`src/hw/ipk_pkg.sv`:
```
// constants, widths and register map of the interrupt priority block
// assumes a 12-bit apb byte address; word index sits in paddr[9:2]
`default_nettype none

package ipk_pkg;

    // ----------------------------------------
    // sizes
    // ----------------------------------------
    localparam int NSRC  = 7;
    localparam int NKEY  = 8;
    localparam int AW    = 12;
    localparam int DW    = 32;
    localparam int IDW   = 3;
    localparam int LVLW  = 2;

    // ----------------------------------------
    // register indices (byte address is four times the index)
    // ----------------------------------------
    localparam logic [7:0] KEYEN_IDX = 8'h9d;
    localparam logic [7:0] FLAGS_IDX = 8'h9e;
    localparam logic [7:0] UPPER_IDX = 8'hb7;
    localparam logic [7:0] LOWER_IDX = 8'hb8;

    // ----------------------------------------
    // field layout and reset values
    // ----------------------------------------
    localparam int UPPER_RSVD_POS          = 7;
    localparam int CNT_ARRAY_POS           = 6;
    localparam int TIMER_TWO_POS           = 5;
    localparam int SERIAL_POS              = 4;
    localparam int TIMER_ONE_POS           = 3;
    localparam int EXT_ONE_POS             = 2;
    localparam int TIMER_ZERO_POS          = 1;
    localparam int EXT_ZERO_POS            = 0;
    localparam logic [NSRC-1:0] UPPER_RST  = 7'h00;
    localparam logic [NSRC-1:0] LOWER_RST  = 7'h00;
    localparam logic [NKEY-1:0] KEYEN_RST  = 8'h00;
    localparam logic [NKEY-1:0] FLAGS_RST  = 8'h00;
    localparam logic [NKEY-1:0] KEYPIN_RST = 8'hff;

endpackage : ipk_pkg

`default_nettype wire

```
`src/hw/ipk_arb_if.sv`:
```
// request and grant signals between register logic and the arbiter
// assumes both ends sit on the same clock
`default_nettype none

interface ipk_arb_if;
    import ipk_pkg::*;
    logic [NSRC-1:0] req;
    logic [NSRC-1:0] upper;
    logic [NSRC-1:0] lower;
    logic            valid;
    logic [IDW-1:0]  id;
    logic [LVLW-1:0] level;

    modport arb (input req, input upper, input lower, output valid, output id, output level);
    modport ctl (output req, output upper, output lower, input valid, input id, input level);
endinterface : ipk_arb_if

`default_nettype wire

```
`src/hw/ipk_top.sv`:
```
// apb register block: source priorities, keyboard line enables, flags
// assumes srcReq is on clk and keyPin comes straight from pins
//
// Overview of operation
// - upper priority register at index b7h, bits 6..0 per source.
// - bit 7 of upper priority is reserved; reads zero, writes ignored.
// - a source level is its upper bit over its lower bit, 00 lowest.
// - upper priority resets to zero and is byte access only.
// - keyboard line enable register at index 9dh, bit n for line n.
// - enable clear keeps pin as I/O; set lets its flag interrupt.
// - all keyboard line enables reset to zero.
//
// Local design decision: the APB slave port.
`default_nettype none

module ipk_top
    import ipk_pkg::*;
(
    input  wire logic                 clk,
    input  wire logic                 rst_n,
    input  wire logic                 psel,
    input  wire logic                 penable,
    input  wire logic                 pwrite,
    input  wire logic [ipk_pkg::AW-1:0]   paddr,
    input  wire logic [ipk_pkg::DW-1:0]   pwdata,
    input  wire logic [3:0]           pstrb,
    output logic      [ipk_pkg::DW-1:0]   prdata,
    output logic                      pready,
    output logic                      pslverr,
    input  wire logic [ipk_pkg::NSRC-1:0] srcReq,
    input  wire logic [ipk_pkg::NKEY-1:0] keyPin,
    output logic      [ipk_pkg::NKEY-1:0] keyLineIoMode,
    output logic                      kbdIrq,
    output logic                      grantValid,
    output logic      [ipk_pkg::IDW-1:0]  grantId,
    output logic      [ipk_pkg::LVLW-1:0] grantLevel
);
    import ipk_pkg::*;

    // ----------------------------------------
    // reset release
    // ----------------------------------------
    logic rstMeta_r;
    logic rstSync_n;

    always_ff @(posedge clk or negedge rst_n)
    begin
        if (!rst_n)
        begin
            rstMeta_r <= 1'b0;
            rstSync_n <= 1'b0;
        end
        else
        begin
            rstMeta_r <= 1'b1;
            rstSync_n <= rstMeta_r;
        end
    end

    // ----------------------------------------
    // apb decode
    // ----------------------------------------
    logic            setup;
    logic            access;
    logic            wrDone;
    logic            rdDone;
    logic            inRange;
    logic            hitKeyEn;
    logic            hitFlags;
    logic            hitUpper;
    logic            hitLower;
    logic            hit;
    logic [DW-1:0]   readMux;
    logic [DW-1:0]   prdata_r;
    logic [NKEY-1:0] rdFlags_r;

    assign setup    = psel && !penable;
    assign access   = psel && penable;
    assign inRange  = paddr[AW-1:10] == 2'h0;
    assign hitKeyEn = inRange && paddr[9:2] == KEYEN_IDX;
    assign hitFlags = inRange && paddr[9:2] == FLAGS_IDX;
    assign hitUpper = inRange && paddr[9:2] == UPPER_IDX;
    assign hitLower = inRange && paddr[9:2] == LOWER_IDX;
    assign hit      = hitKeyEn || hitFlags || hitUpper || hitLower;

    // zero wait states: access phase always completes
    assign pready   = access;
    assign pslverr  = access && !hit;
    assign wrDone   = access && pwrite && hit && pstrb[0];
    assign rdDone   = access && !pwrite;
    assign prdata   = prdata_r;

    // ----------------------------------------
    // registers
    // ----------------------------------------
    logic [NSRC-1:0] upper_r;
    logic [NSRC-1:0] lower_r;
    logic [NKEY-1:0] keyEn_r;
    logic [NKEY-1:0] flags_r;
    logic [NKEY-1:0] flags_nxt;
    logic [NKEY-1:0] keyFall;

    // only byte lane 0 carries data; no bit-address path exists
    always_ff @(posedge clk or negedge rstSync_n)
    begin
        if (!rstSync_n)
        begin
            upper_r <= UPPER_RST;
        end
        else if (wrDone && hitUpper)
        begin
            upper_r <= pwdata[NSRC-1:0];
        end
    end

    always_ff @(posedge clk or negedge rstSync_n)
    begin
        if (!rstSync_n)
        begin
            lower_r <= LOWER_RST;
        end
        else if (wrDone && hitLower)
        begin
            lower_r <= pwdata[NSRC-1:0];
        end
    end

    always_ff @(posedge clk or negedge rstSync_n)
    begin
        if (!rstSync_n)
        begin
            keyEn_r <= KEYEN_RST;
        end
        else if (wrDone && hitKeyEn)
        begin
            keyEn_r <= pwdata[NKEY-1:0];
        end
    end

    // read data is captured in setup so the access phase needs no wait
    always_comb
    begin
        readMux = '0;
        if (hitKeyEn)
        begin
            readMux[NKEY-1:0] = keyEn_r;
        end
        else if (hitFlags)
        begin
            readMux[NKEY-1:0] = flags_r;
        end
        else if (hitUpper)
        begin
            readMux[NSRC-1:0] = upper_r;
        end
        else if (hitLower)
        begin
            readMux[NSRC-1:0] = lower_r;
        end
    end

    always_ff @(posedge clk or negedge rstSync_n)
    begin
        if (!rstSync_n)
        begin
            prdata_r  <= '0;
            rdFlags_r <= '0;
        end
        else if (setup)
        begin
            prdata_r  <= pwrite ? '0 : readMux;
            rdFlags_r <= (!pwrite && hitFlags) ? flags_r : '0;
        end
    end

    // ----------------------------------------
    // keyboard pins
    // ----------------------------------------
    logic [NKEY-1:0] keyS1_r;
    logic [NKEY-1:0] keyS2_r;
    logic [NKEY-1:0] keyS3_r;
    logic [NKEY-1:0] keyStable_r;

    always_ff @(posedge clk or negedge rstSync_n)
    begin
        if (!rstSync_n)
        begin
            keyS1_r <= KEYPIN_RST;
            keyS2_r <= KEYPIN_RST;
            keyS3_r <= KEYPIN_RST;
        end
        else
        begin
            keyS1_r <= keyPin;
            keyS2_r <= keyS1_r;
            keyS3_r <= keyS2_r;
        end
    end

    // a line changes only once two stages agree, filtering one-cycle noise
    always_ff @(posedge clk or negedge rstSync_n)
    begin
        if (!rstSync_n)
        begin
            keyStable_r <= KEYPIN_RST;
        end
        else
        begin
            for (int i = 0; i < NKEY; i++)
            begin
                if (keyS2_r[i] == keyS3_r[i])
                begin
                    keyStable_r[i] <= keyS3_r[i];
                end
            end
        end
    end

    always_comb
    begin
        for (int i = 0; i < NKEY; i++)
        begin
            keyFall[i] = keyStable_r[i] && !keyS3_r[i] && (keyS2_r[i] == keyS3_r[i]);
        end
    end

    // ----------------------------------------
    // flags and interrupt
    // ----------------------------------------
    // a fall in the clearing read's cycle survives: set beats clear
    assign flags_nxt = (flags_r & ~(rdDone ? rdFlags_r : '0)) | keyFall;

    always_ff @(posedge clk or negedge rstSync_n)
    begin
        if (!rstSync_n)
        begin
            flags_r <= FLAGS_RST;
        end
        else
        begin
            flags_r <= flags_nxt;
        end
    end

    // flags always latch; the enable only gates the request
    assign kbdIrq        = |(flags_r & keyEn_r);
    assign keyLineIoMode = ~keyEn_r;

    // ----------------------------------------
    // arbitration
    // ----------------------------------------
    ipk_arb_if arbIf ();

    assign arbIf.req   = srcReq;
    assign arbIf.upper = upper_r;
    assign arbIf.lower = lower_r;

    ipk_arbiter u_arb
    (
        .clk       (clk),
        .rstSync_n (rstSync_n),
        .a         (arbIf.arb)
    );

    assign grantValid = arbIf.valid;
    assign grantId    = arbIf.id;
    assign grantLevel = arbIf.level;
endmodule : ipk_top

`default_nettype wire

```
`src/hw/ipk_arbiter.sv`:
```
// picks the pending source with the highest two-bit level
// assumes requests, priorities and reset are on clk
`default_nettype none

module ipk_arbiter
(
    input  wire logic clk,
    input  wire logic rstSync_n,
    ipk_arb_if.arb    a
);
    import ipk_pkg::*;

    logic            found;
    logic [IDW-1:0]  bestId;
    logic [LVLW-1:0] bestLvl;
    logic            valid_r;
    logic [IDW-1:0]  id_r;
    logic [LVLW-1:0] level_r;
    logic [LVLW-1:0] maxLvl;
    logic [NSRC-1:0] reqQ_r;
    logic [NSRC-1:0] upperQ_r;
    logic [NSRC-1:0] lowerQ_r;

    // ----------------------------------------
    // search
    // ----------------------------------------
    // descending scan with >= lets the lowest index win a tie
    always_comb
    begin
        found   = 1'b0;
        bestId  = '0;
        bestLvl = '0;
        for (int i = NSRC - 1; i >= 0; i--)
        begin
            if (a.req[i] && (!found || {a.upper[i], a.lower[i]} >= bestLvl))
            begin
                found   = 1'b1;
                bestId  = IDW'(i);
                bestLvl = {a.upper[i], a.lower[i]};
            end
        end
    end

    always_ff @(posedge clk or negedge rstSync_n)
    begin
        if (!rstSync_n)
        begin
            valid_r <= 1'b0;
            id_r    <= '0;
            level_r <= '0;
        end
        else
        begin
            valid_r <= found;
            id_r    <= bestId;
            level_r <= bestLvl;
        end
    end

    assign a.valid = valid_r;
    assign a.id    = id_r;
    assign a.level = level_r;

    // ----------------------------------------
    // checks
    // ----------------------------------------
    always_comb
    begin
        maxLvl = '0;
        for (int i = 0; i < NSRC; i++)
        begin
            if (a.req[i] && {a.upper[i], a.lower[i]} > maxLvl)
            begin
                maxLvl = {a.upper[i], a.lower[i]};
            end
        end
    end

    // last cycle's inputs, so the registered winner indexes what it was chosen from
    always_ff @(posedge clk)
    begin
        reqQ_r   <= a.req;
        upperQ_r <= a.upper;
        lowerQ_r <= a.lower;
    end
endmodule : ipk_arbiter

`default_nettype wire

```
`config.mk`:
```
export PLATFORM = sky130hd
export DESIGN_NAME = ipk_top
export DESIGN_NICKNAME = d
export VERILOG_FILES = /design/src/hw/ipk_pkg.sv /design/src/hw/ipk_arb_if.sv /design/src/hw/ipk_top.sv /design/src/hw/ipk_arbiter.sv
export SDC_FILE = /design/constraint.sdc
export NUM_CORES = 1
export LEC_CHECK = 0
export ABC_AREA = 1
export BUFFER_PORTS_ARGS = -buffer_cell sky130_fd_sc_hd__buf_2
export CAP_MARGIN = 10
export CORE_MARGIN = 2
export CORE_UTILIZATION = 56
export CTS_CLUSTER_DIAMETER = 40
export DETAILED_ROUTE_END_ITERATION = 10
export MAX_ROUTING_LAYER = met4
export PLACE_DENSITY = 0.89
export SKIP_LAST_GASP = 1
export SLEW_MARGIN = 20
export SYNTH_ARGS = -nofsm -noshare
export SYNTH_HDL_FRONTEND = slang
export SYNTH_SLANG_ARGS = --single-unit
```
`constraint.sdc`:
```
create_clock -name clk -period 6.78 [get_ports clk]
set_input_delay 1.356 -clock clk [delete_from_list [all_inputs] [get_ports clk]]
set_output_delay 1.356 -clock clk [all_outputs]
set_load 0.1 [all_outputs]
```
# Yosys cells after proc, flatten, opt, wreduce, memory -nomap -nowiden
# Cells that the tools add are included.
# Widths: inputs -> output; s select.
dict set report op_classes {
  n_eq_ne 12
  reduce_logical 65
  muxes 29
  order_cmp 6
  bitwise 5
}
# cell n
set op_table {}
lappend op_table {{$logic_and 1x1->1} 37}
lappend op_table {{$eq 8x8->1 const B} 4}
lappend op_table {{$mux 8} 4}
lappend op_table {{$mux 3} 7}
lappend op_table {{$mux 7} 3}
lappend op_table {{$logic_not 1->1} 17}
lappend op_table {{$and 8x8->8} 2}
lappend op_table {{$not 8->8} 2}
lappend op_table {{$mux 2} 7}
lappend op_table {{$ge 2x2->1} 6}
lappend op_table {{$logic_or 1x1->1} 9}
lappend op_table {{$eq 1x1->1} 8}
lappend op_table {{$mux 1} 8}
lappend op_table {{$or 8x8->8} 1}
lappend op_table {{$reduce_or 8->1} 1}
lappend op_table {{$logic_not 2->1} 1}
dict set report totals {
  out_inout_bits 49
  wordCells 139
  regBits 110
  input_bits 68
}

# Depth between registers and ports, before layout
# Gate-level depths: netlist of run 1.
dict set report logic_depth {
  depth_word 25
  depth_mapped 52
  mapped_depth_nobuf 52
}

# Hierarchy
# A second synthesis of run 1 with hierarchy kept.
dict set report unflattened {
  hier_cells 508
  area_unflattened_um2 4441.8
}
# mod cells_per_inst seq_area_each_um2 area_per_inst_um2 n_inst
set by_module_without_submodules {}
lappend by_module_without_submodules {ipk_top 391 2042.0 3624.7 1}
lappend by_module_without_submodules {ipk_arbiter 117 150.1 817.0 1}

# Worst setup path before layout of run 1
# Ideal clock, no wire load.
dict set report synth_timing {
  path_type {in2reg}
  startpoint {in srcReq[6] in the netlist's numbering}
  endpoint {reg u_arb.id_r[2] (netlist: u_arb.a.id[2])}
  t_required_ps 6679
  setup_slack_ps 508
  arrival_time_ps 6171
  path_stages 45
  setup_ps 101
  n_path_buf 0
  cell_sequence {nand2_1 -> inv_1 -> ha_1 -> inv_1 -> nand2_1 -> nand2_1 -> nand2_1 -> nand2_1 -> nand2_1 -> nand2_1 -> inv_1 -> ha_1 -> o21ai_1 -> nand2_1 -> nand2_1 -> nand3_1 -> and2_1 -> ha_1 -> (+9 left out) -> nand2_1 -> inv_2 -> nand2_1 -> nand2_1 -> ha_1 -> o21ai_0 -> nand3b_1 -> nand2_1 -> nand3_1 -> and2_1 -> ha_1 -> o21ai_0 -> nand2_1 -> nor2_1 -> nor2_1 -> inv_2 -> nand2_1 -> nor4_1}
}
dict set report synth_via {
  elab_chain_len 25
  word_cells_on_any_way 43
  classes_between {order compare (6); mux (19); reduce/logical (18)}
}
# item line
set synth_rtl {}
lappend synth_rtl {{from (decl)} ipk_top.sv:30} ;# input wire logic [ipk_pkg::NSRC-1:0] srcReq,
lappend synth_rtl {{$mux 2 / $mux 1 (equally long branches)} ipk_arbiter.sv:35} ;# if (a.req[i] && (!found || {a.upper[i], a.lower[i]} >= bestLvl))
lappend synth_rtl {{$ge 2x2->1 / $logic_not 1->1 (equally long branches)} ipk_arbiter.sv:35}
lappend synth_rtl {{$logic_or 1x1->1} ipk_arbiter.sv:35}
lappend synth_rtl {{$logic_and 1x1->1} ipk_arbiter.sv:35}
lappend synth_rtl {{$mux 2 / $mux 1 (equally long branches)} ipk_arbiter.sv:35}
lappend synth_rtl {{$ge 2x2->1 / $logic_not 1->1 (equally long branches)} ipk_arbiter.sv:35}
lappend synth_rtl {{$logic_or 1x1->1} ipk_arbiter.sv:35}
lappend synth_rtl {{$logic_and 1x1->1} ipk_arbiter.sv:35}
lappend synth_rtl {{(+10 left out)} --}
lappend synth_rtl {{$logic_or 1x1->1} ipk_arbiter.sv:35}
lappend synth_rtl {{$logic_and 1x1->1} ipk_arbiter.sv:35}
lappend synth_rtl {{$mux 2 / $mux 1 (equally long branches)} ipk_arbiter.sv:35}
lappend synth_rtl {{$ge 2x2->1 / $logic_not 1->1 (equally long branches)} ipk_arbiter.sv:35}
lappend synth_rtl {{$logic_or 1x1->1} ipk_arbiter.sv:35}
lappend synth_rtl {{$logic_and 1x1->1} ipk_arbiter.sv:35}
lappend synth_rtl {{$mux 3 *} ipk_arbiter.sv:35}
lappend synth_rtl {{via u_arb.bestId[2]} ipk_arbiter.sv:14} ;# logic [IDW-1:0] bestId;
lappend synth_rtl {{to (signal assigned)} ipk_arbiter.sv:55} ;# id_r <= bestId;
lappend synth_rtl {{to (decl)} ipk_arbiter.sv:17} ;# logic [IDW-1:0] id_r;
# Mark *: on every way through the listed nets, which the timed path passes. The rest lies on a longest branch.
# A chain may end at the register's enable or synchronous reset.

# Worst setup path after layout of run 1
# Ends and elaborated chain as after synthesis.

==> impl_metrics.csv, run 1 <==
group,metric,value,unit
status,status,"complete, no violations",
detailed_routing,viasPerCell,5.16,
detailed_routing,vias,3252,
power,ir_drop,229,µV
power,power_density,224,nW/µm²
cts,cts_tree,"built",
power,clockPowerShare,31.7,%
timing,fin_crit,6.62,ns
detailed_routing,drt_iter0_markers,172,
detailed_routing,wirelength,8.47,mm
cts,clk_latency,0.36,ns
detailed_routing,wl_per_cell,13.4,µm
die,die_x,89.8,µm
detailed_routing,drc,0,
die,chipHeight,89.8,µm
place,gp_congestion,0.872,
timing,hold_viol,0,
finish,area_growth,16.7,%
finish,fill_cells,547,
worst_setup_path,critPathLaunch,"srcReq[6]",
yosys,synthDistinctLibCells,36,
grt,grt_use_total,21.4,%
timing,period_share,97.7,%
die,initial_core_util,57.5,%
grt,grt_pass1_vias,3151,
hold_path,hold_class,"register to asynchronous set/reset pin",
die,core-area,7180,µm²
worst_setup_path,cp_max_fo,5,
power,finalPower,1080,µW
power,sequentialPowerShare,51.2,%
worst_setup_path,reg2reg_slack,0.89,ns
cts,hold_buffers,0,
worst_setup_path,required,7.04,ns
detailed_routing,firstDrtPassIters,4,
timing,slew_viol_final,0,
place,place_ws,-0.271,ns
cts,clockBufferDepth,2,
job,timing.max_cap.violations,0,
cts,cts.clk_slew.worst_paths,0.09,ns
power,swShare,33.0,%
finish,drive_gt1_share,33.5,%
grt,grt_max_degree,85,
worst_setup_path,r2r-end,"u_arb.a.id[2]$_DFF_PN0_",
timing,skew,0.0101,ns
worst_setup_path,critPathLaunchType,"input pin",
finish,diodes,0,
power,power.internal,722,µW
yosys,netlist_instances,446,
detailed_routing,ant_nets,0,
worst_setup_path,cpMostUsedCell,"nand2_2",
grt,antenna_found_initial,0,
power,power.switching,355,µW
timing,worst_slack,0.158,ns
die,dieArea,8070,µm²
cts,ctsHtreeMaxLevel,3,
worst_setup_path,arrival,6.89,ns
worst_setup_path,crit_type,"input pin to register",
grt,grt_overflow,0,
yosys,synth_warnings,0,
worst_setup_path,r2r_cells,44,
timing,fmax,151,MHz
worst_setup_path,worst_path_max_delay_cell,"nor4_2",
cts,cts_buffers,9,
yosys,seq_area_frac_synth,53.1,%
worst_setup_path,max_stage_delay,0.29,ns
power,comb_power_share,17.1,%
yosys,avgSynthCellArea,9.25,µm²
yosys,ys_ff_latch,86,
finish,final_util,67.1,%
yosys,synth_area,4130,µm²
die,ios,117,
cts,cts_sinks,86,
place,hpwl,5.96,mm
place,io_buffers,63,
die,rows,31,
cts,clock-root-buffer,"clkbuf_8",
worst_setup_path,endpoint,"u_arb.a.id[2]$_DFF_PN0_",
worst_setup_path,timing.rr.start,"arbIf.lower[6]$_DFFE_PN0P_",
grt,grt_pass1_wl,13.6,mm
finish,fin_nets,606,
power,leakage,0.00246,µW
worst_setup_path,cp-end-kind,"register",
timing,finalSetupViolCount,0,
## cells in the mapped netlist
cell type	instances	area [µm²]
o21ai_2	2	17.5
buf_6	2	22.5
buf_8	1	15.0
or2_1	1	6.26
nor4_1	1	6.26
nor2_2	3	18.8
clkbuf_1	2	7.51
nand4_4	1	21.3
nand2_1	86	323
nand3_1	16	80.1
conb_1	2	7.51
o21ai_0	11	55.1
nor3_2	3	30.0
nand2_2	2	12.5
nand4_1	1	6.26
nand3_2	1	10.0
a21oi_1	11	55.1
nand3b_1	3	22.5
nor2_1	32	120
dfstp_2	32	841
nor2_8	3	60.1
o2111ai_1	1	8.76
a32o_1	1	10.0
o22ai_1	17	106
nand3_4	2	35.0
nor2_4	1	11.3
dfrtp_1	54	1350
o21ai_1	45	225
a31oi_1	1	6.26
inv_2	9	33.8
and2_1	4	25.0
nand3b_4	1	20.0
buf_4	24	180
nand2_4	1	11.3
ha_1	12	150
inv_1	57	214
## through the flow
step / cell area, µm² / hold WS, ns / instances / setup TNS, ns
global route: 4810 / 0.354 / 630 / -0.880
CTS: 4640 / 0.361 / 621 / 0
detailed placement: 4450 / 0.347 / 605 / -1.03
global placement: 4450 / 0.340 / 605 / 0
finish: 4810 / 0.305 / 630 / 0
floorplan: 4210 / 0.331 / 469 / 0
## cell families (layout without fill, tap and decap cells)
kind of cell               Yosys count  after routing  share of synthesized area (%)
adders and majority gates           12             12                           3.64
AOI/OAI and AO/OA                   89             89                           11.7
other                                2             25                          0.182
and+or+nand+nor                    162            162                           19.9
buffers and inverters               95            157                           11.5
DFF                                 86             86                           53.1
## power groups by stage
stage	Sequential, µW	Clock (µW)	Combinational, µW
2_1_floorplan	588	0	114
3_3_place_gp	565	0	156
3_5_place_dp	567	0	161
4_1_cts	557	348	161
5_1_grt	555	370	196
6_report	552	342	184
## layer usage
metal | track usage, % | up-vias | part of all wire [%]
li1 | - | 1552 | -
met1 | 23.8 | 1570 | 39
met2 | 37.9 | 112 | 54
met3 | 5.11 | 18 | 5.0
met4 | 7.44 | 0 | 2.1
met5 | - | - | 0
## final cells by class
cell class | instances | area [µm²] | area share (%)
flip-flops and latches | 86 | 2200 | 45.6
multi-input cells | 288 | 1640 | 34.1
repair buffers | 75 | 418 | 8.68
inverters | 66 | 248 | 5.15
clock buffers | 9 | 124 | 2.57
well taps | 99 | 124 | 2.57
clock inverters | 7 | 65.1 | 1.35
## sequential cells by signal, indices dropped and copies added, names as in the netlist
name and flops:
keyS1_r 8, keyS2_r 8, arbIf.upper 7, u_arb.a.valid 1
rstMeta_r 1, rstSync_n 1, rdFlags_r 8, prdata 8
u_arb.a.level 2, keyS3_r 8, u_arb.a.id 3, flags_r 8
keyEn_r 8, arbIf.lower 7, keyStable_r 8
## worst min path at each step
| stage | to | slack [ns] | cells after the start |
|---|---|---|---|
| 2_1_floorplan | rstSync_n$_DFF_PN0_ | 0.33 | 0 |
| 6_report | prdata[0]$_DFFE_PN0P_ | 0.31 | 0 |
| 4_1_cts | keyS2_r[6]$_DFF_PN1_ | 0.36 | 0 |
| 3_3_place_gp | rstSync_n$_DFF_PN0_ | 0.34 | 0 |
| 5_1_grt | keyEn_r[0]$_DFFE_PN0P_ | 0.35 | 0 |
| 3_5_place_dp | keyS2_r[2]$_DFF_PN1_ | 0.35 | 0 |
## layout by cell type (no fill, tap or decap), drive strengths merged
cell type  synthesis  final
o21ai             58     58
clkbuf             2      9
nand2             89     89
nor3               3      3
ha                12     12
nor4               1      1
clkinv             0      2
a31oi              1      1
nand4              2      2
nand3b             4      4
a32o               1      1
a21oi             11     11
conb               2     25
o22ai             17     17
nor2              39     39
or2                1      1
nand3             19     19
inv               66     71
buf               27     75
dfstp             32     32
o2111ai            1      1
and2               4      4
dfrtp             54     54
## worst max-delay path: cells and delay by family
kind	cells	cell delay, ns
adders and majority gates	6	1.65
buffers and inverters	6	0.44
AOI/OAI and AO/OA	5	0.61
and+or+nand+nor	28	2.85
## timing repair
| item | CTS | global route |
|---|---|---|
| endpoints found under the setup margin | 0 | 5 |
| resized for setup | 0 | 29 |
| setup buffers | 0 | 8 |
(Power assumes the default switching activity.)
==> run 2: changes to the inputs <==
--- a/config.mk
+++ b/config.mk
@@ -5,15 +5,15 @@
 export SDC_FILE = /design/constraint.sdc
 export NUM_CORES = 1
 export LEC_CHECK = 0
-export ABC_AREA = 1
+export ABC_AREA = 0
 export BUFFER_PORTS_ARGS = -buffer_cell sky130_fd_sc_hd__buf_2
 export CAP_MARGIN = 10
 export CORE_MARGIN = 2
-export CORE_UTILIZATION = 56
+export CORE_UTILIZATION = 55
 export CTS_CLUSTER_DIAMETER = 40
 export DETAILED_ROUTE_END_ITERATION = 10
 export MAX_ROUTING_LAYER = met4
-export PLACE_DENSITY = 0.89
+export PLACE_DENSITY = 0.88
 export SKIP_LAST_GASP = 1
 export SLEW_MARGIN = 20
 export SYNTH_ARGS = -nofsm -noshare
==> impl_metrics.csv, run 2 <==
group,metric,value,unit
status,status,"finished with violations",
status,violations,"setup timing",
place,place_inst,524,
detailed_routing,wirelength,9.84,mm
finish,area_growth,29.4,%
worst_setup_path,critPathLaunch,"srcReq[6]",
yosys,seq_area_frac_synth,55.6,%
worst_setup_path,r2r-end,"u_arb.a.id[2]$_DFF_PN0_",
die,ios,117,
yosys,synthDistinctLibCells,48,
place,gp_congestion,0.818,
detailed_routing,ant_nets,0,
yosys,synth.area.top_cells,"dfrtp_1 (34%), dfstp_2 (21%), a22o_1 (5.3%)",
detailed_routing,vias,3187,
finish,final_cells,560,
worst_setup_path,required,7.08,ns
worst_setup_path,critPathLaunchType,"input pin",
timing,rsz0062_at_grt,"true",
timing,finalSetupViolCount,5,
detailed_routing,viasPerCell,5.69,
yosys,avgSynthCellArea,11.2,µm²
die,dieArea,7860,µm²
worst_setup_path,cpMostUsedCell,"nand2b_4",
power,power_density,213,nW/µm²
yosys,yosys.area.top_type_share,34.3,%
grt,grt_pass1_wl,14.0,mm
die,rows,30,
timing,hold-worst-slack,0.294,ns
job,timing.max_cap.violations,0,
timing,fmax,138,MHz
die,initial_core_util,57.4,%
worst_setup_path,max_stage_delay,0.38,ns
die,core-area,6870,µm²
worst_setup_path,timing.rr.start,"arbIf.upper[6]$_DFFE_PN0P_",
place,place_area,4590,µm²
finish,final_common_cell,"buf_2",
yosys,async_flop_share,100,%
worst_setup_path,crit_family,"simple AND/OR/NAND/NOR gates",
grt,grt_pass1_vias,2913,
worst_setup_path,cp_max_fo,5,
worst_setup_path,r2r_cells,34,
cts,clock-root-buffer,"clkbuf_8",
finish,seq_area,2200,µm²
cts,hold_buffers,0,
yosys,ys_ff_latch,86,
grt,use_met2,37.8,%
cts,cts_tree,"built",
finish,diodes,0,
grt,grt_overflow,0,
finish,fin_nets,539,
grt,use_met1,30.5,%
timing,worst_slack,-0.484,ns
yosys,synth_top_cell_by_area,"dfrtp_1",
worst_setup_path,endpoint,"u_arb.a.id[2]$_DFF_PN0_",
place,hpwl,5.85,mm
place,io_buffers,63,
power,finalPower,1090,µW
yosys,synth_edf_count,0,
grt,use_met3,6.72,%
yosys,synth.most_common_cell,"dfrtp_1",
timing,slew_headroom,45.6,%
cts,clockBufferDepth,2,
worst_setup_path,worst_path_max_delay_cell,"a211o_4",
timing,hold_viol,0,
yosys,synth_area,3940,µm²
timing,slew_viol_final,0,
finish,fill_cells,429,
power,leakage,0.00239,µW
timing,tightest_slew,0.812,ns
die,die_x,88.7,µm
hold_path,hold_class,"register to asynchronous set/reset pin",
cts,clk_latency,0.37,ns
die,chipHeight,88.7,µm
worst_setup_path,crit_type,"input pin to register",
detailed_routing,drc,0,
worst_setup_path,reg2reg_slack,0.11,ns
finish,multi_input_area,1870,µm²
detailed_routing,firstDrtPassIters,5,
finish,drive_gt1_share,44.8,%
cts,cts_buffers,9,
yosys,netlist_instances,352,
yosys,synthFlopType,"dfrtp_1",
yosys,synth_warnings,0,
worst_setup_path,arrival,7.56,ns
grt,grt_max_degree,85,
cts,ctsHtreeMaxLevel,3,
grt,antenna_found_initial,0,
grt,grt_use_total,24.7,%
worst_setup_path,cp_num_buf_inv,3,
timing,fin_crit,7.26,ns
timing,period_share,107,%
detailed_routing,wl_per_cell,17.6,µm
timing,skew,0.00986,ns
finish,final_cell_area,5100,µm²
detailed_routing,drt_iter0_markers,218,
worst_setup_path,cp_num_cells,36,
cts,cts.clk_slew.worst_paths,0.09,ns
finish,mostFrequentLayoutCells,"buf_2 (62), dfrtp_1 (53), buf_4 (38), nand2_1 (35), dfstp_2 (32)",
cts,cts_sinks,86,
grt,top_usage_layer,"met2",
power,ir_drop,139,µV
worst_setup_path,cp-end-kind,"register",
yosys,netlist_top_cells_count,"dfrtp_1 (54), nand2_1 (41), dfstp_2 (32)",
## run 2: changes by cell type after synthesis, moves of 9 or more
cell,delta
a221oi_1,+10
a22o_1,+24
inv_1,-38
inv_2,-9
nand2_1,-45
nand3_1,-14
o21ai_1,-39
o22ai_1,-17
## run 2: area by class of cell
class,count,share of cell area (%)
sequential,86,43.0
multi-input combinational,241,36.7
timing repair buffer,102,12.6
clock buffer,14,3.63
tap,96,2.35
inverter,19,1.45
clock inverter,2,0.270
## run 2: cell families after synthesis
family,synth area share [%]
AOI/OAI and AO/OA,16.5
other,0.190
and+or+nand+nor,13.7
buffers and inverters,6.92
muxes,3.05
adders and majority gates,4.06
DFF,55.6
## run 2: worst min path at each step
stage,endpoint,slack (ns),cells after the start
floorplan,rstSync_n$_DFF_PN0_,0.33,0
global placement,rstSync_n$_DFF_PN0_,0.34,0
detailed placement,rstSync_n$_DFF_PN0_,0.35,0
CTS,keyS2_r[7]$_DFF_PN1_,0.36,0
global route,rdFlags_r[7]$_DFFE_PN0P_,0.33,0
finish,rdFlags_r[7]$_DFFE_PN0P_,0.29,0
## run 2: report_power, final
group	total (µW)	internal [µW]	switching [µW]
Clock	361	178	182
Sequential	553	539	13.5
Combinational	175	47.7	127
## run 2: per-layer routing
metal,wire length (µm),vias to the layer above
met2,4800,162
met4,401,0
li1,-,1416
met3,646,48
met1,3990,1561
met5,0,-
## run 2: timing repair
item	CTS	global route
pin swaps	5	12
resized for setup	9	13
endpoints found under the hold margin	0	0
setup endpoints to repair	5	5
gates cloned	0	0
buffers inserted	12	7
## run 2: stage by stage
step                utilization (%)  setup slack [ns]  setup TNS [ns]
floorplan                         -            -0.245          -0.872
global placement               66.8            -0.630           -2.71
detailed placement             66.8            -0.793           -3.48
CTS                            71.7            -0.235          -0.815
global route                   74.3            -0.642           -2.94
finish                         74.3            -0.484           -2.07
==> run 3: changes to the inputs <==
--- a/config.mk
+++ b/config.mk
@@ -8,8 +8,9 @@
 export ABC_AREA = 0
 export BUFFER_PORTS_ARGS = -buffer_cell sky130_fd_sc_hd__buf_2
 export CAP_MARGIN = 10
-export CORE_MARGIN = 2
+export CORE_MARGIN = 3
 export CORE_UTILIZATION = 55
+export CTS_BUF_LIST = sky130_fd_sc_hd__clkbuf_8 sky130_fd_sc_hd__clkbuf_16
 export CTS_CLUSTER_DIAMETER = 40
 export DETAILED_ROUTE_END_ITERATION = 10
 export MAX_ROUTING_LAYER = met4
==> impl_metrics.csv, run 3 (synthesis results as in run 2) <==
group,metric,value,unit
worst_setup_path,cpMostUsedCell,"nand2b_4",
die,core-area,6870,µm²
place,hpwl,6.14,mm
power,power.switching,324,µW
worst_setup_path,critPathLaunchType,"input pin",
worst_setup_path,cp_max_fo,5,
timing,skew,0.00538,ns
timing,fin_crit,7.23,ns
die,chipHeight,90.7,µm
worst_setup_path,cp-end-kind,"register",
grt,antenna_found_initial,0,
place,gp_congestion,0.837,
cts,clock-root-buffer,"clkbuf_8",
grt,use_met3,4.50,%
grt,grt_overflow,0,
grt,use_met1,25.7,%
power,power.internal,742,µW
die,dieArea,8220,µm²
finish,final_common_cell,"buf_2",
die,initial_core_util,57.4,%
power,sequentialPowerShare,51.8,%
worst_setup_path,arrival,7.51,ns
timing,finalSetupViolCount,5,
grt,grt_pass1_vias,3057,
status,violations,"setup timing",
finish,drive_gt1_share,45.6,%
die,rows,30,
power,leakage,0.00235,µW
detailed_routing,drc,0,
job,timing.max_cap.violations,0,
detailed_routing,ant_nets,0,
detailed_routing,wl_per_cell,16.6,µm
grt,top_usage_layer,"met2",
timing,worst_slack,-0.454,ns
power,power_density,211,nW/µm²
cts,clk_latency,0.36,ns
grt,grt_max_degree,85,
power,swShare,30.4,%
power,comb_power_share,16.0,%
cts,ctsHtreeMaxLevel,3,
finish,seq_area,2200,µm²
place,io_buffers,63,
place,place_ws,-0.782,ns
finish,diodes,0,
worst_setup_path,crit_type,"input pin to register",
cts,clockBufferDepth,2,
finish,mostFrequentLayoutCells,"buf_2 (62), dfrtp_1 (53), nand2_1 (35), buf_4 (35), dfstp_2 (32)",
timing,hold_viol,0,
cts,cts_tree,"built",
hold_path,hold_class,"register to asynchronous set/reset pin",
timing,rsz0062_at_grt,"true",
detailed_routing,vias,3130,
cts,cts.clk_slew.worst_paths,0.08,ns
finish,fin_nets,536,
timing,fmax,138,MHz
detailed_routing,firstDrtPassIters,4,
finish,fill_cells,432,
finish,area_growth,28.1,%
worst_setup_path,worst_path_max_delay_cell,"a211o_4",
timing,slew_viol_final,0,
status,status,"finished with violations",
cts,hold_buffers,0,
timing,slew_headroom,45.0,%
detailed_routing,drt_iter0_markers,187,
detailed_routing,wirelength,9.25,mm
grt,grt_pass1_wl,14.1,mm
power,ir_drop,170,µV
worst_setup_path,required,7.06,ns
timing,period_share,107,%
finish,multi_input_area,1860,µm²
grt,grt_use_total,22.4,%
cts,cts_sinks,86,
die,ios,117,
power,clockPowerShare,32.2,%
cts,cts_buffers,9,
timing,tightest_slew,0.821,ns
die,die_x,90.7,µm
grt,use_met2,36.8,%
detailed_routing,viasPerCell,5.62,
worst_setup_path,max_stage_delay,0.34,ns
timing,tns,-1.85,ns
==> run 3: stage by stage <==
| step | instance area (µm²) | std cells | hold WS (ns) | utilization, % | total power, µW |
|---|---|---|---|---|---|
| 2_1_floorplan | 4210 | 375 | 0.331 | - | 685 |
| 5_1_grt | 5050 | 557 | 0.348 | 73.6 | 1100 |
| 3_3_place_gp | 4600 | 525 | 0.338 | 66.9 | 708 |
| 6_report | 5050 | 557 | 0.300 | 73.6 | 1070 |
| 4_1_cts | 4960 | 554 | 0.355 | 72.2 | 1060 |
| 3_5_place_dp | 4600 | 525 | 0.347 | 66.9 | 713 |
==> run 3: routing by layer <==
layer | wire, µm | share of wire, %
met1 | 3580 | 39
met2 | 4720 | 51
met3 | 627 | 6.8
met4 | 329 | 3.6
met5 | 0 | 0
==> run 3: power groups by stage <==
stage               clock [µW]  sequential (µW)  combinational [µW]
global placement             0              565                 143
floorplan                    0              576                 110
detailed placement           0              567                 146
global route               369              556                 179
CTS                        347              558                 158
finish                     343              553                 170
==> run 3: final timing paths <==
| kind | cells past startpoint | endpoint | from | slack, ns |
|---|---|---|---|---|
| worst max-delay path | 36 | u_arb.a.id[2]$_DFF_PN0_ | srcReq[6] | -0.45 |
| worst max register to register | 34 | u_arb.a.id[2]$_DFF_PN0_ | arbIf.upper[6]$_DFFE_PN0P_ | 0.15 |
| worst min register to register | 0 | keyEn_r[5]$_DFFE_PN0P_ | rstSync_n$_DFF_PN0_ | 0.30 |
| worst min-delay path | 0 | keyEn_r[5]$_DFFE_PN0P_ | rstSync_n$_DFF_PN0_ | 0.30 |
| min in group clk | 0 | keyS2_r[2]$_DFF_PN1_ | keyS1_r[2]$_DFF_PN1_ | 0.36 |
| max in group asynchronous | 1 | keyS1_r[2]$_DFF_PN1_ | rstSync_n$_DFF_PN0_ | 5.83 |
==> run 3: layout make-up <==
type / count / area share (%)
sequential: 86 / 43.5
tap: 96 / 2.38
multi-input combinational: 241 / 36.7
inverter: 19 / 1.46
timing repair buffer: 99 / 12.1
clock buffer: 11 / 3.00
clock inverter: 5 / 0.842
==> run 3: critical path: cells and delay by family <==
| kind | cells | cell delay, ns |
|---|---|---|
| and+or+nand+nor | 14 | 2.13 |
| AOI/OAI and AO/OA | 12 | 1.93 |
| adders and majority gates | 6 | 1.57 |
| muxes | 1 | 0.27 |
| buffers and inverters | 3 | 0.24 |
==> run 3: repair_timing <==
action,4_1_cts,5_1_grt
buffers inserted,13,2
resized for setup,12,10
pin swaps,13,10
endpoints found under the setup margin,5,5
